## config.mk

```make
export PLATFORM = sky130hd
export DESIGN_NAME = async_serial_transceiver
export DESIGN_NICKNAME = d
export VERILOG_FILES = /design/src/rtl/async_serial_pkg.sv /design/src/rtl/async_serial_transceiver.sv
export VERILOG_INCLUDE_DIRS = /design/src /design/src/rtl
export SDC_FILE = /design/constraint.sdc
export NUM_CORES = 1
export LEC_CHECK = 0
export BUFFER_PORTS_ARGS = -buffer_cell sky130_fd_sc_hd__clkbuf_2
export CAP_MARGIN = 20
export CORE_MARGIN = 2
export CORE_UTILIZATION = 40
export DETAILED_ROUTE_END_ITERATION = 8
export GPL_ROUTABILITY_DRIVEN = 0
export GPL_TIMING_DRIVEN = 0
export SLEW_MARGIN = 5
export SYNTH_ARGS = -nofsm -noshare
export SYNTH_HDL_FRONTEND = slang
export SYNTH_SLANG_ARGS = --single-unit
```

## constraint.sdc

```tcl
create_clock -name clk -period 3 [get_ports clk]
set_input_delay 0.3 -clock clk [delete_from_list [all_inputs] [get_ports clk]]
set_output_delay 0.3 -clock clk [all_outputs]
set_load 0.05 [all_outputs]
```

## src/rtl/async_serial_defines.svh

```systemverilog
// constants for the asynchronous serial transceiver
// assumes one clock, synchronous active-low reset
`ifndef ASYNC_SERIAL_DEFINES_SVH
`define ASYNC_SERIAL_DEFINES_SVH
`define OVS_LAST 4'hF
`define OVS_SAMP_A 4'h7
`define OVS_SAMP_B 4'h8
`define OVS_SAMP_C 4'h9
`define FRAME_LEN_8 4'hA
`define FRAME_LEN_9 4'hB
`define DATA_LEN_8 4'h8
`define DATA_LEN_9 4'h9
`define TAIL_LEN 4'h1
`define PRESCALE_1 5'h01
`define PRESCALE_3 5'h03
`define PRESCALE_4 5'h04
`define PRESCALE_13 5'h0D
`define TX_EMPTY_RESET 1'h1
`define TX_DONE_RESET 1'h1
`endif

```

## src/rtl/async_serial_pkg.sv

```systemverilog
// types for the asynchronous serial transceiver
// assumes the defines header is included by the design
package async_serial_pkg;
    typedef enum logic [1:0] {TX_OFF, TX_READY, TX_SEND} tx_state_type;
    typedef enum logic [1:0] {KIND_DATA, KIND_IDLE, KIND_BREAK, KIND_TAIL} kind_type;
    typedef enum logic [2:0] {RX_OFF, RX_HUNT, RX_START, RX_DATA, RX_STOP} rx_state_type;
    typedef struct packed {
        logic [1:0] common_prescale_sel;
        logic [2:0] tx_divider_sel;
        logic [2:0] rx_divider_sel;
        logic [7:0] tx_fine_prescaler;
        logic [7:0] rx_fine_prescaler;
    } baud_cfg_type;
    typedef struct packed {
        logic tx_buffer_empty_flag;
        logic tx_complete_flag;
        logic rx_data_ready_flag;
        logic idle_flag;
        logic overrun_flag;
        logic noise_flag;
        logic framing_error_flag;
    } flags_type;
    typedef struct packed {
        tx_state_type tx_st;
        kind_type tx_kind;
        logic [10:0] tx_shift;
        logic [3:0] tx_left;
        logic [11:0] tx_pre;
        logic [3:0] tx_phase;
        logic [7:0] tx_buf;
        logic tx_buf9;
        logic tx_buf_full;
        logic en_prev;
        logic idle_pending;
        logic break_tail;
        logic armed;
        rx_state_type rx_st;
        logic [11:0] rx_pre;
        logic [3:0] rx_phase;
        logic [1:0] rx_samp;
        logic [8:0] rx_shift;
        logic [3:0] rx_left;
        logic rx_noise;
        logic rx_wait_high;
        logic [3:0] idle_cnt;
        logic idle_armed;
        logic [7:0] rx_buf;
        logic rx_nine;
        flags_type flags;
        logic tx_out;
        logic irq;
    } state_type;
endpackage : async_serial_pkg

```

## src/rtl/async_serial_transceiver.sv

```systemverilog
// full-duplex asynchronous serial transceiver with flag logic
// assumes inputs synchronous to clk; software strobes are one-cycle pulses
`timescale 1ns/1ps
`default_nettype none
`include "async_serial_defines.svh"
module async_serial_transceiver
    import async_serial_pkg::*;
#(
    parameter int PRE_W = 12
)(
    // clock and reset
    input wire logic clk,
    input wire logic rst_n,
    // control bits
    input wire logic tx_enable,
    input wire logic rx_enable,
    input wire logic send_break,
    input wire logic word_9bit,
    input wire logic tx_ninth_bit,
    input wire logic tx_empty_irq_enable,
    input wire logic tx_complete_irq_enable,
    input wire logic rx_irq_enable,
    input wire logic idle_irq_enable,
    input wire logic global_irq_mask,
    input wire baud_cfg_type baud_cfg,
    // software access strobes
    input wire logic status_access,
    input wire logic data_write,
    input wire logic [7:0] data_wdata,
    input wire logic data_read,
    // receive data, status flags and interrupt
    output logic [7:0] rx_data,
    output logic rx_ninth_bit,
    output flags_type flags,
    output logic irq,
    // serial pins
    input wire logic serial_rx_pin,
    output logic serial_tx_out,
    output logic serial_tx_oe
);
    // ****************************************
    // baud and frame helpers
    // ****************************************
    function automatic logic [PRE_W-1:0] baud_div(input logic [1:0] psel,
        input logic [2:0] dsel, input logic [7:0] fine);
        logic [4:0] factor;
        logic [PRE_W-1:0] base;
        factor = `PRESCALE_1;
        unique case (psel)
            2'h0: factor = `PRESCALE_1;
            2'h1: factor = `PRESCALE_3;
            2'h2: factor = `PRESCALE_4;
            2'h3: factor = `PRESCALE_13;
        endcase
        base = PRE_W'({factor, 1'b0}) << dsel;
        baud_div = (fine != 8'h00) ? PRE_W'(fine) : base;
    endfunction : baud_div

    function automatic logic [14:0] make_frame(input kind_type k, input logic m,
        input logic [7:0] d, input logic nine);
        logic [3:0] len;
        len = m ? `FRAME_LEN_9 : `FRAME_LEN_8;
        make_frame = {len, 11'h7FF};
        unique case (k)
            KIND_DATA: make_frame = m ? {len, 1'b1, nine, d, 1'b0} : {len, 2'h3, d, 1'b0};
            KIND_IDLE: make_frame = {len, 11'h7FF};
            KIND_BREAK: make_frame = {len, 11'h000};
            KIND_TAIL: make_frame = {`TAIL_LEN, 11'h7FF};
        endcase
    endfunction : make_frame

    state_type st_r;
    state_type st_nxt;
    logic [PRE_W-1:0] tx_div;
    logic [PRE_W-1:0] rx_div;
    logic tx_bit_end;
    logic rx_stick;

    assign tx_div = baud_div(baud_cfg.common_prescale_sel, baud_cfg.tx_divider_sel,
        baud_cfg.tx_fine_prescaler);
    assign rx_div = baud_div(baud_cfg.common_prescale_sel, baud_cfg.rx_divider_sel,
        baud_cfg.rx_fine_prescaler);
    assign tx_bit_end = (st_r.tx_pre == '0) && (st_r.tx_phase == `OVS_LAST);
    assign rx_stick = (st_r.rx_pre == '0);

    // ****************************************
    // next state
    // ****************************************
    always_comb
    begin
        logic [14:0] fr;
        logic nxt_load;
        kind_type nxt_kind;
        logic maj;
        logic nz;
        logic [3:0] flen;
        st_nxt = st_r;
        fr = '0;
        nxt_load = 1'b0;
        nxt_kind = KIND_DATA;
        flen = word_9bit ? `FRAME_LEN_9 : `FRAME_LEN_8;
        maj = (st_r.rx_samp[0] & st_r.rx_samp[1]) | (st_r.rx_samp[0] & serial_rx_pin)
            | (st_r.rx_samp[1] & serial_rx_pin);
        nz = !((st_r.rx_samp == 2'h3 && serial_rx_pin) || (st_r.rx_samp == 2'h0 && !serial_rx_pin));
        // prescalers, 16 sample ticks per bit
        st_nxt.tx_pre = (st_r.tx_pre == '0) ? tx_div - 1'b1 : st_r.tx_pre - 1'b1;
        st_nxt.tx_phase = st_r.tx_phase + 4'((st_r.tx_pre == '0));
        st_nxt.rx_pre = rx_stick ? rx_div - 1'b1 : st_r.rx_pre - 1'b1;
        st_nxt.rx_phase = st_r.rx_phase + 4'(rx_stick);
        st_nxt.en_prev = tx_enable;
        // software clear sequences; sets below win
        if (data_write && st_r.armed)
        begin
            st_nxt.flags.tx_buffer_empty_flag = 1'b0;
            st_nxt.flags.tx_complete_flag = 1'b0;
        end
        if (data_read && st_r.armed)
        begin
            st_nxt.flags.rx_data_ready_flag = 1'b0;
            st_nxt.flags.overrun_flag = 1'b0;
            st_nxt.flags.noise_flag = 1'b0;
            st_nxt.flags.framing_error_flag = 1'b0;
            st_nxt.flags.idle_flag = 1'b0;
        end
        if (data_write || data_read)
            st_nxt.armed = 1'b0;
        if (status_access)
            st_nxt.armed = 1'b1;
        // ---------------- transmitter ----------------
        if (data_write)
        begin
            st_nxt.tx_buf = data_wdata;
            st_nxt.tx_buf9 = tx_ninth_bit;
            st_nxt.tx_buf_full = 1'b1;
        end
        unique case (st_r.tx_st)
            TX_OFF:
            begin
                if (tx_enable)
                begin
                    nxt_load = 1'b1;
                    nxt_kind = KIND_IDLE;
                end
            end
            TX_READY:
            begin
                if (!tx_enable)
                    st_nxt.tx_st = TX_OFF;
                else if (send_break)
                begin
                    nxt_load = 1'b1;
                    nxt_kind = KIND_BREAK;
                    st_nxt.break_tail = 1'b1;
                end
                else if (data_write || st_r.tx_buf_full)
                begin
                    nxt_load = 1'b1;
                    nxt_kind = KIND_DATA;
                end
            end
            TX_SEND:
            begin
                if (tx_enable && !st_r.en_prev)
                begin
                    st_nxt.idle_pending = 1'b1;
                    st_nxt.tx_buf_full = 1'b0;
                end
                if (tx_bit_end)
                begin
                    st_nxt.tx_shift = {1'b1, st_r.tx_shift[10:1]};
                    st_nxt.tx_left = st_r.tx_left - 1'b1;
                    if (st_r.tx_left == `TAIL_LEN)
                    begin
                        st_nxt.flags.tx_complete_flag = 1'b1;
                        st_nxt.tx_st = TX_READY;
                        if (!tx_enable && !st_r.idle_pending)
                            st_nxt.tx_st = TX_OFF;
                        else if (send_break)
                        begin
                            nxt_load = 1'b1;
                            nxt_kind = KIND_BREAK;
                            st_nxt.break_tail = 1'b1;
                        end
                        else if (st_r.break_tail)
                        begin
                            nxt_load = 1'b1;
                            nxt_kind = KIND_TAIL;
                            st_nxt.break_tail = 1'b0;
                        end
                        else if (st_r.idle_pending || (tx_enable && !st_r.en_prev))
                        begin
                            nxt_load = 1'b1;
                            nxt_kind = KIND_IDLE;
                            st_nxt.idle_pending = 1'b0;
                        end
                        else if (st_r.tx_buf_full)
                        begin
                            nxt_load = 1'b1;
                            nxt_kind = KIND_DATA;
                        end
                    end
                end
            end
            default: st_nxt.tx_st = TX_OFF;
        endcase
        if (nxt_load)
        begin
            if (nxt_kind == KIND_DATA)
            begin
                fr = st_r.tx_buf_full ? make_frame(KIND_DATA, word_9bit, st_r.tx_buf, st_r.tx_buf9)
                    : make_frame(KIND_DATA, word_9bit, data_wdata, tx_ninth_bit);
                st_nxt.tx_buf_full = st_r.tx_buf_full && data_write;
                st_nxt.flags.tx_buffer_empty_flag = 1'b1;
            end
            else
                fr = make_frame(nxt_kind, word_9bit, 8'h00, 1'b0);
            st_nxt.tx_shift = fr[10:0];
            st_nxt.tx_left = fr[14:11];
            st_nxt.tx_kind = nxt_kind;
            st_nxt.tx_st = TX_SEND;
            if (st_r.tx_st != TX_SEND)
            begin
                st_nxt.tx_pre = tx_div - 1'b1;
                st_nxt.tx_phase = 4'h0;
            end
        end
        st_nxt.tx_out = (st_nxt.tx_st == TX_SEND) ? st_nxt.tx_shift[0] : 1'b1;
        // ---------------- receiver ----------------
        if (!rx_enable)
        begin
            st_nxt.rx_st = RX_OFF;
            st_nxt.flags.rx_data_ready_flag = 1'b0;
            st_nxt.flags.overrun_flag = 1'b0;
            st_nxt.flags.noise_flag = 1'b0;
            st_nxt.flags.framing_error_flag = 1'b0;
            st_nxt.flags.idle_flag = 1'b0;
        end
        else
        begin
            unique case (st_r.rx_st)
                RX_OFF:
                begin
                    st_nxt.rx_st = RX_HUNT;
                    st_nxt.idle_cnt = 4'h0;
                    st_nxt.rx_wait_high = 1'b1;
                end
                RX_HUNT:
                begin
                    if (rx_stick && serial_rx_pin)
                        st_nxt.rx_wait_high = 1'b0;
                    if (rx_stick && !serial_rx_pin && !st_r.rx_wait_high)
                    begin
                        st_nxt.rx_st = RX_START;
                        st_nxt.rx_phase = 4'h1;
                        st_nxt.rx_noise = 1'b0;
                        st_nxt.idle_cnt = 4'h0;
                    end
                    else if (rx_stick && !serial_rx_pin)
                        st_nxt.idle_cnt = 4'h0;
                    else if (rx_stick && st_r.rx_phase == `OVS_LAST && st_r.idle_cnt != flen)
                    begin
                        st_nxt.idle_cnt = st_r.idle_cnt + 1'b1;
                        if (st_r.idle_cnt + 1'b1 == flen && st_r.idle_armed)
                        begin
                            st_nxt.flags.idle_flag = 1'b1;
                            st_nxt.idle_armed = 1'b0;
                        end
                    end
                end
                RX_START, RX_DATA, RX_STOP:
                begin
                    if (rx_stick && st_r.rx_phase == `OVS_SAMP_A)
                        st_nxt.rx_samp[0] = serial_rx_pin;
                    if (rx_stick && st_r.rx_phase == `OVS_SAMP_B)
                        st_nxt.rx_samp[1] = serial_rx_pin;
                    if (rx_stick && st_r.rx_phase == `OVS_SAMP_C)
                    begin
                        st_nxt.rx_noise = st_r.rx_noise | nz;
                        if (st_r.rx_st == RX_START && maj)
                            st_nxt.rx_st = RX_HUNT;
                        if (st_r.rx_st == RX_DATA)
                        begin
                            st_nxt.rx_shift = {maj, st_r.rx_shift[8:1]};
                            st_nxt.rx_left = st_r.rx_left - 1'b1;
                        end
                        if (st_r.rx_st == RX_STOP)
                        begin
                            st_nxt.rx_st = RX_HUNT;
                            st_nxt.rx_wait_high = !maj;
                            st_nxt.idle_cnt = 4'h0;
                            if (st_r.flags.rx_data_ready_flag)
                                st_nxt.flags.overrun_flag = 1'b1;
                            else
                            begin
                                st_nxt.rx_buf = word_9bit ? st_r.rx_shift[7:0]
                                    : st_r.rx_shift[8:1];
                                st_nxt.rx_nine = word_9bit & st_r.rx_shift[8];
                                st_nxt.flags.rx_data_ready_flag = 1'b1;
                                st_nxt.flags.noise_flag = st_r.rx_noise | nz;
                                st_nxt.flags.framing_error_flag = !maj;
                                st_nxt.idle_armed = 1'b1;
                            end
                        end
                    end
                    if (rx_stick && st_r.rx_phase == `OVS_LAST)
                    begin
                        if (st_r.rx_st == RX_START)
                        begin
                            st_nxt.rx_st = RX_DATA;
                            st_nxt.rx_left = word_9bit ? `DATA_LEN_9 : `DATA_LEN_8;
                        end
                        else if (st_r.rx_st == RX_DATA && st_r.rx_left == 4'h0)
                            st_nxt.rx_st = RX_STOP;
                    end
                end
                default: st_nxt.rx_st = RX_OFF;
            endcase
        end
        st_nxt.irq = !global_irq_mask && ((st_nxt.flags.tx_buffer_empty_flag && tx_empty_irq_enable)
            || (st_nxt.flags.tx_complete_flag && tx_complete_irq_enable)
            || ((st_nxt.flags.rx_data_ready_flag || st_nxt.flags.overrun_flag) && rx_irq_enable)
            || (st_nxt.flags.idle_flag && idle_irq_enable));
    end

    // ****************************************
    // state register
    // ****************************************
    always_ff @(posedge clk)
    begin
        if (!rst_n)
        begin
            st_r <= '0;
            st_r.tx_st <= TX_OFF;
            st_r.rx_st <= RX_OFF;
            st_r.flags.tx_buffer_empty_flag <= `TX_EMPTY_RESET;
            st_r.flags.tx_complete_flag <= `TX_DONE_RESET;
            st_r.idle_armed <= 1'b1;
            st_r.tx_out <= 1'b1;
        end
        else
            st_r <= st_nxt;
    end

    assign rx_data = st_r.rx_buf;
    assign rx_ninth_bit = st_r.rx_nine;
    assign flags = st_r.flags;
    assign irq = st_r.irq;
    assign serial_tx_out = st_r.tx_out;
    assign serial_tx_oe = tx_enable;

    // ****************************************
    // checks
    // ****************************************
    tx_idle_high_a: assert property (@(posedge clk) disable iff (!rst_n)
        st_r.tx_st == TX_READY |-> serial_tx_out) else $error("idle line not high");
    start_bit_low_a: assert property (@(posedge clk) disable iff (!rst_n)
        st_r.tx_st == TX_SEND && st_r.tx_kind == KIND_DATA
        && st_r.tx_left == (word_9bit ? `FRAME_LEN_9 : `FRAME_LEN_8)
        |-> !serial_tx_out) else $error("start bit not low");
    stop_bit_high_a: assert property (@(posedge clk) disable iff (!rst_n)
        st_r.tx_st == TX_SEND && st_r.tx_kind != KIND_BREAK && st_r.tx_left == `TAIL_LEN
        |-> serial_tx_out)
        else $error("stop bit not high");
    break_low_a: assert property (@(posedge clk) disable iff (!rst_n)
        st_r.tx_st == TX_SEND && st_r.tx_kind == KIND_BREAK |-> !serial_tx_out)
        else $error("break frame not low");
    preamble_first_a: assert property (@(posedge clk) disable iff (!rst_n)
        st_r.tx_st == TX_OFF && tx_enable |=> st_r.tx_st == TX_SEND && st_r.tx_kind == KIND_IDLE)
        else $error("no idle frame on enable");
    direct_load_a: assert property (@(posedge clk) disable iff (!rst_n)
        st_r.tx_st == TX_READY && tx_enable && !send_break && data_write
        |=> st_r.tx_st == TX_SEND && flags.tx_buffer_empty_flag) else $error("direct load failed");
    frame_done_a: assert property (@(posedge clk) disable iff (!rst_n)
        st_r.tx_st == TX_SEND && tx_bit_end && st_r.tx_left == `TAIL_LEN
        |=> flags.tx_complete_flag) else $error("complete flag not set");
    rx_clear_a: assert property (@(posedge clk) disable iff (!rst_n)
        $fell(flags.rx_data_ready_flag) |-> $past(data_read && st_r.armed) || $past(!rx_enable))
        else $error("ready flag cleared without sequence");
    overrun_keep_a: assert property (@(posedge clk) disable iff (!rst_n)
        $rose(flags.overrun_flag) |-> $stable(rx_data)) else $error("overrun lost buffer");
    irq_mask_a: assert property (@(posedge clk) disable iff (!rst_n)
        global_irq_mask |=> !irq) else $error("irq while masked");
    data_frame_c: cover property (@(posedge clk) disable iff (!rst_n)
        st_r.tx_kind == KIND_DATA ##1 flags.tx_complete_flag);
    break_tail_c: cover property (@(posedge clk) disable iff (!rst_n)
        st_r.tx_st == TX_SEND && st_r.tx_kind == KIND_TAIL);
    rx_char_c: cover property (@(posedge clk) disable iff (!rst_n)
        $rose(flags.rx_data_ready_flag));
    overrun_c: cover property (@(posedge clk) disable iff (!rst_n) $rose(flags.overrun_flag));
endmodule : async_serial_transceiver
`default_nettype wire

```

==> results of run 1 <==
## routing by layer
layer / share of wire [%] / routed length (um) / vias to the layer above / global-route usage [%]
li1: - / - / 2854 / -
met1: 48 / 7313 / 2643 / 26.22
met2: 47 / 7226 / 88 / 31.93
met3: 3.7 / 561 / 10 / 4.481
met4: 0.97 / 148 / 0 / 4.396
met5: 0 / 0 / - / 0
## logic make-up after synthesis
| logic type | after synthesis | share of synthesized area (%) |
|---|---|---|
| AND/OR/NAND/NOR | 308 | 25.77 |
| AO/OA/AOI/OAI | 180 | 20.38 |
| flip-flops | 106 | 34.85 |
| buffers and inverters | 85 | 6.493 |
| multiplexers | 32 | 5.424 |
| XOR/XNOR | 31 | 4.459 |
| adder cells (fa/ha/maj) | 13 | 2.630 |
## worst paths after layout
check | start | end | cells after the start
setup / recovery | st_r[51]$_SDFF_PN0_ | st_r[54]$_SDFF_PN0_ | 11
hold / removal | global_irq_mask | irq$_SDFF_PN0_ | 2
setup reg to reg | st_r[51]$_SDFF_PN0_ | st_r[54]$_SDFF_PN0_ | 11
hold reg to reg | st_r[99]$_SDFFE_PN0P_ | st_r[98]$_SDFFE_PN0P_ | 2
## metrics by stage
step | setup slack (ns) | TNS (ns) | instances | power [mW] | utilization (%)
3_5_place_dp | 0.02576 | 0 | 1001 | 2.812 | 44.00
5_1_grt | -0.1100 | -0.1100 | 1018 | 4.154 | 45.98
3_3_place_gp | 0.02959 | 0 | 1001 | 2.802 | 44.00
2_1_floorplan | 0.5280 | 0 | 755 | 2.537 | -
6_report | 0.1645 | 0 | 1018 | 3.890 | 45.98
4_1_cts | 0.002200 | 0 | 1016 | 3.916 | 45.76
## synthesized netlist by cell type, types with 7 or more instances
master / instances
buf_4: 18
a21oi_1: 57
xor2_1: 16
nor4_1: 16
a31oi_1: 15
xnor2_1: 15
inv_1: 26
a211oi_1: 12
nand4_1: 7
or3_1: 7
a221oi_1: 15
o21ai_0: 19
ha_1: 12
clkbuf_1: 31
o21a_1: 8
nand2_1: 69
mux2_2: 8
dfxtp_1: 106
a211oi_2: 9
nor2_1: 95
nand3_1: 23
nand2b_1: 13
nor3_1: 21
mux2i_1: 24
## cell type report
class | count | area share [%]
buffer | 57 | 4.199
clock buffer | 13 | 3.620
clock inverter | 2 | 0.1991
inverter | 28 | 1.538
multi-input combinational | 564 | 51.93
sequential | 106 | 30.70
tap | 188 | 3.403
timing repair buffer | 60 | 4.416
## registers in the layout, summed over array words and instances, names as in the netlist
name           count
rx_ninth_bit       1
flags              7
rx_data            8
st_r              88
irq                1
serial_tx_out      1
## critical path: cells and delay by family, from the launching register on
family / cells / cell delay [ns]
buffers and inverters: 2 / 0.47
adder cells (fa/ha/maj): 1 / 0.19
AO/OA/AOI/OAI: 3 / 0.59
AND/OR/NAND/NOR: 5 / 1.20
flip-flops: 1 / 0.34
## repair_timing
action | CTS | global route
setup endpoints to repair | 0 | 23
gates resized for setup | 0 | 5
setup buffers | 0 | 2
## power groups by stage
stage | clock [mW] | sequential (mW) | combinational [mW]
finish | 1.10 | 1.64 | 1.15
global route | 1.20 | 1.66 | 1.30
CTS | 1.13 | 1.64 | 1.14
detailed placement | 0 | 1.67 | 1.14
global placement | 0 | 1.67 | 1.13
floorplan | 0 | 1.65 | 0.885
==> impl_metrics.ini, run 1 <==
[layout]
final-seq-area_um2 = 2122
final_nets = 886
antenna_cells = 0
mostFrequentLayoutCell = dfxtp_1
final_area_um2 = 6913
multi_input_area_um2 = 3590
area_delta_synth_final_pct = 13.52
final_cell_mix = dfxtp_1 (106), nor2_1 (95), nand2_1 (69)
fillerInstances = 1537
drive_gt1_share_pct = 16.14

[pwr]
p_seq_share_pct = 42.2
switching_share_pct = 33.72
internal_power_mw = 2.578
ir_drop_mv = 0.3096
p_comb_share_pct = 29.5
power.leakage_nw = 2.682
power_switching_mw = 1.312
powerDensity_nw_per_um2 = 562.7
p_clk_share_pct = 28.3

[status]
outcome = finished, final reports clean

[worst_setup_path]
crit_slowest_cell = nor4_2
cp.arrival_ns = 3.12
cp_cell_sequence = nor4_2 > nand3_2 > clkinv_2 > clkbuf_2 > nand2_1 > o22ai_1 > ha_1 > o21ai_1 > or2_1 > o31a_1 > nor3_1
critPathKind = reg -> reg
slowest_delay_ns = 0.38
crit_fanout = 10
worst_setup_path_end_kind = flip-flop
r2r_slack_ns = 0.16
cp-start-kind = flip-flop
crit_required_ns = 3.28

[synthesis]
syn_nets = 815
syn_inst = 755
synth-main-ff-cell = dfxtp_1
yosysTopAreaCell = dfxtp_1
synth.distinct_cells = 69
syn_area_per_cell_um2 = 8.066
async_flop_share_pct = 0
synth.cell_area_um2 = 6090
synth_top_area_share_pct = 34.85
synth_seq_area_share_pct = 34.85
yosys_warnings = 0
synth-edff-count = 0
synthTopCellsByArea = dfxtp_1 (35%), nor2_1 (5.9%), a21oi_1 (4.7%)
ys_seq_elements = 106

[grt]
overflow = 0
antenna_found_initial = 0
grt_max_degree = 16
grt_use_total_pct = 19.48
grt_pass1_vias = 5265
grt_pass1_wl_um = 25740

[timing]
fin_crit_ns = 2.835
tightest_slew_ns = 0.7156
hold_ws_ns = 0.1078
slew_headroom_pct = 52.30
finalHoldViolations = 0
finalMaxSlewViolations = 0
min_period_over_period_pct = 94.52
rsz0062_at_grt = yes
setup_viol = 0
fmax_ghz = 0.3527
finClkSkew_ns = 0.005816

[route]
wl_per_cell_um = 14.98
ant_nets = 0
vias = 5595
drc = 0
drt_iter0_markers = 275
drtPass1Iterations = 5
wirelength_um = 15250
via_per_inst = 5.496

[clock_network]
root_buffer = clkbuf_16
clk_pin_slew_ns = 0.07
cts_hold_buffers = 0
cts-buffers-inserted = 9
cts_tree = done
h-tree-depth = 3
worstSkewPairLatency_ns = 0.35
cts_num_sinks = 106
cts_buffer_depth = 2

[floorplanning]
core_area_um2 = 15030
start_util_pct = 40.51
die_x_um = 127.4
num_rows = 45
ios = 67
die-area_um2 = 16230
die_y_um = 127.4

[hold_path]
min-delay-path-class = in -> reg

[placement]
placed_cell_area_um2 = 6615
hpwl_um = 11350
portBuffers = 58

[job]
cap_violations = 0
No activity file was read; power rests on OpenSTA's default activity.
==> inputs of run 2 (changes only) <==
--- a/config.mk
+++ b/config.mk
@@ -10,6 +10,7 @@
 export CAP_MARGIN = 20
 export CORE_MARGIN = 2
 export CORE_UTILIZATION = 40
+export CTS_BUF_LIST = sky130_fd_sc_hd__clkbuf_16
 export DETAILED_ROUTE_END_ITERATION = 8
 export GPL_ROUTABILITY_DRIVEN = 0
 export GPL_TIMING_DRIVEN = 0
==> run 2 against run 1 <==
  * First-iteration DRC count is 0.73% lower
  * Sequential cell count stayed put
  * Power is 1.1% lower
  * Critical path depth stayed put
  * Via count is 0.14% lower
  * Critical path type unchanged
  * Critical endpoint unchanged
==> impl_metrics.ini, run 2 (synthesized netlist as in run 1, its figures left out) <==
[grt]
overflow = 0
antenna_found_initial = 0
grt_pass1_vias = 5266
grt_use_total_pct = 19.46
grt_max_degree = 16
grt_pass1_wl_um = 25740

[pwr]
ir_drop_mv = 0.3096
power_switching_mw = 1.306
switching_share_pct = 33.94
p_comb_share_pct = 29.9
internal_power_mw = 2.542
p_clk_share_pct = 27.5
powerDensity_nw_per_um2 = 557.6
power.leakage_nw = 2.689
p_seq_share_pct = 42.7

[timing]
rsz0062_at_grt = yes
fmax_ghz = 0.3525
hold_ws_ns = 0.1093
fin_crit_ns = 2.837
setup_viol = 0
finClkSkew_ns = 0.004938
tightest_slew_ns = 0.7063
finalHoldViolations = 0
slew_headroom_pct = 52.91
min_period_over_period_pct = 94.57
finalMaxSlewViolations = 0

[placement]
placed_cell_area_um2 = 6615
dp_cells = 1001
portBuffers = 58
hpwl_um = 11350

[worst_setup_path]
crit_required_ns = 3.28
cp_cell_sequence = nor4_2 > nand3_2 > clkinv_2 > clkbuf_2 > nand2_1 > o22ai_1 > ha_1 > o21ai_1 > or2_1 > o31a_1 > nor3_1
slowest_delay_ns = 0.38
critPathKind = reg -> reg
crit_slowest_cell = nor4_2
worst_setup_path_end_kind = flip-flop
cp-start-kind = flip-flop
cp.arrival_ns = 3.12
cp_num_buf_inv = 2
cp_top_family = simple AND/OR/NAND/NOR gates
crit_fanout = 10

[route]
drt_iter0_markers = 273
top_layer = met4
via_per_inst = 5.488
wl_per_cell_um = 14.95
drtPass1Iterations = 4
met1_length_um = 7382
vias = 5587
routed-wl-met2_um = 7239
ant_nets = 0
wl_met3_um = 450
wirelength_um = 15220
drc = 0

[floorplanning]
ios = 67
num_rows = 45
die_x_um = 127.4
core_area_um2 = 15030
die_y_um = 127.4
die-area_um2 = 16230
start_util_pct = 40.51

[job]
cap_violations = 0

[status]
outcome = finished, final reports clean

[clock_network]
h-tree-depth = 3
cts_tree = done
root_buffer = clkbuf_16
clk_pin_slew_ns = 0.07
cts_buffer_depth = 2
cts-buffers-inserted = 9
cts_num_sinks = 106
worstSkewPairLatency_ns = 0.35
cts_hold_buffers = 0

[layout]
final_area_um2 = 6903
largest_reg_flops = 88
area_delta_synth_final_pct = 13.36
mostFrequentLayoutCell = dfxtp_1
regMostFlops = st_r
final_cells = 1018
final_cell_mix = dfxtp_1 (106), nor2_1 (95), nand2_1 (69)
drive_gt1_share_pct = 16.02
fin_util_pct = 45.92
antenna_cells = 0
final_nets = 886

[hold_path]
min-delay-path-class = in -> reg
run 2: cell count changes in the layout (fill, tap and decap cells not counted):
cell	change
clkbuf_1	-3
inv_1	+3
clkbuf_8	-1
clkinv_1	+1
run 2: worst register-to-register path, stage by stage, from the launching register on:
cell and delay (ns):
dfxtp_1 0.34, nor4_2 0.38, nand3_2 0.29, clkinv_2 0.21
clkbuf_2 0.26, nand2_1 0.08, o22ai_1 0.15, ha_1 0.19
o21ai_1 0.14, or2_1 0.30, o31a_1 0.30, nor3_1 0.15
run 2: layout make-up:
class / instances / area, um2
Clock buffer: 9 / 225.2
Fill cell: 1538 / 8130
Multi-Input combinational cell: 564 / 3590
Tap cell: 188 / 235.2
Buffer: 57 / 290.3
Timing Repair Buffer: 60 / 305.3
Inverter: 28 / 106.4
Clock inverter: 6 / 28.78
Sequential cell: 106 / 2122
run 2: power by group through the flow:
stage | Combinational, mW | Clock (mW) | Sequential (mW)
final | 1.15 | 1.06 | 1.64
after global routing | 1.30 | 1.16 | 1.66
after CTS | 1.14 | 1.10 | 1.64
after detailed placement | 1.14 | 0 | 1.67
after global placement | 1.13 | 0 | 1.67
after floorplan | 0.885 | 0 | 1.65
run 2: path summary, 6_finish.rpt:
path | startpoint | end | slack [ns] | cells after the start
max | st_r[51]$_SDFF_PN0_ | st_r[54]$_SDFF_PN0_ | 0.16 | 11
min reg2reg | st_r[99]$_SDFFE_PN0P_ | st_r[98]$_SDFFE_PN0P_ | 0.46 | 2
min | global_irq_mask | irq$_SDFF_PN0_ | 0.11 | 2
max reg2reg | st_r[51]$_SDFF_PN0_ | st_r[54]$_SDFF_PN0_ | 0.16 | 11
run 2: per-layer routing:
metal | global-route usage [%] | vias to the layer above
met5 | 0 | -
met3 | 4.481 | 10
li1 | - | 2856
met1 | 26.09 | 2647
met2 | 32.02 | 74
met4 | 4.396 | 0
run 2: repair_timing:
action | 4_1_cts | 5_1_grt
endpoints found under the setup margin | 0 | 23
gates resized for setup | 0 | 5
setup buffers | 0 | 2
run 2: per-stage QoR:
| stage | total power [mW] | TNS [ns] | setup WS [ns] |
|---|---|---|---|
| after floorplan | 2.537 | 0 | 0.5280 |
| after global placement | 2.802 | 0 | 0.02959 |
| after detailed placement | 2.812 | 0 | 0.02576 |
| after CTS | 3.879 | 0 | 0.003149 |
| after global routing | 4.114 | -0.1100 | -0.1100 |
| final | 3.849 | 0 | 0.1629 |
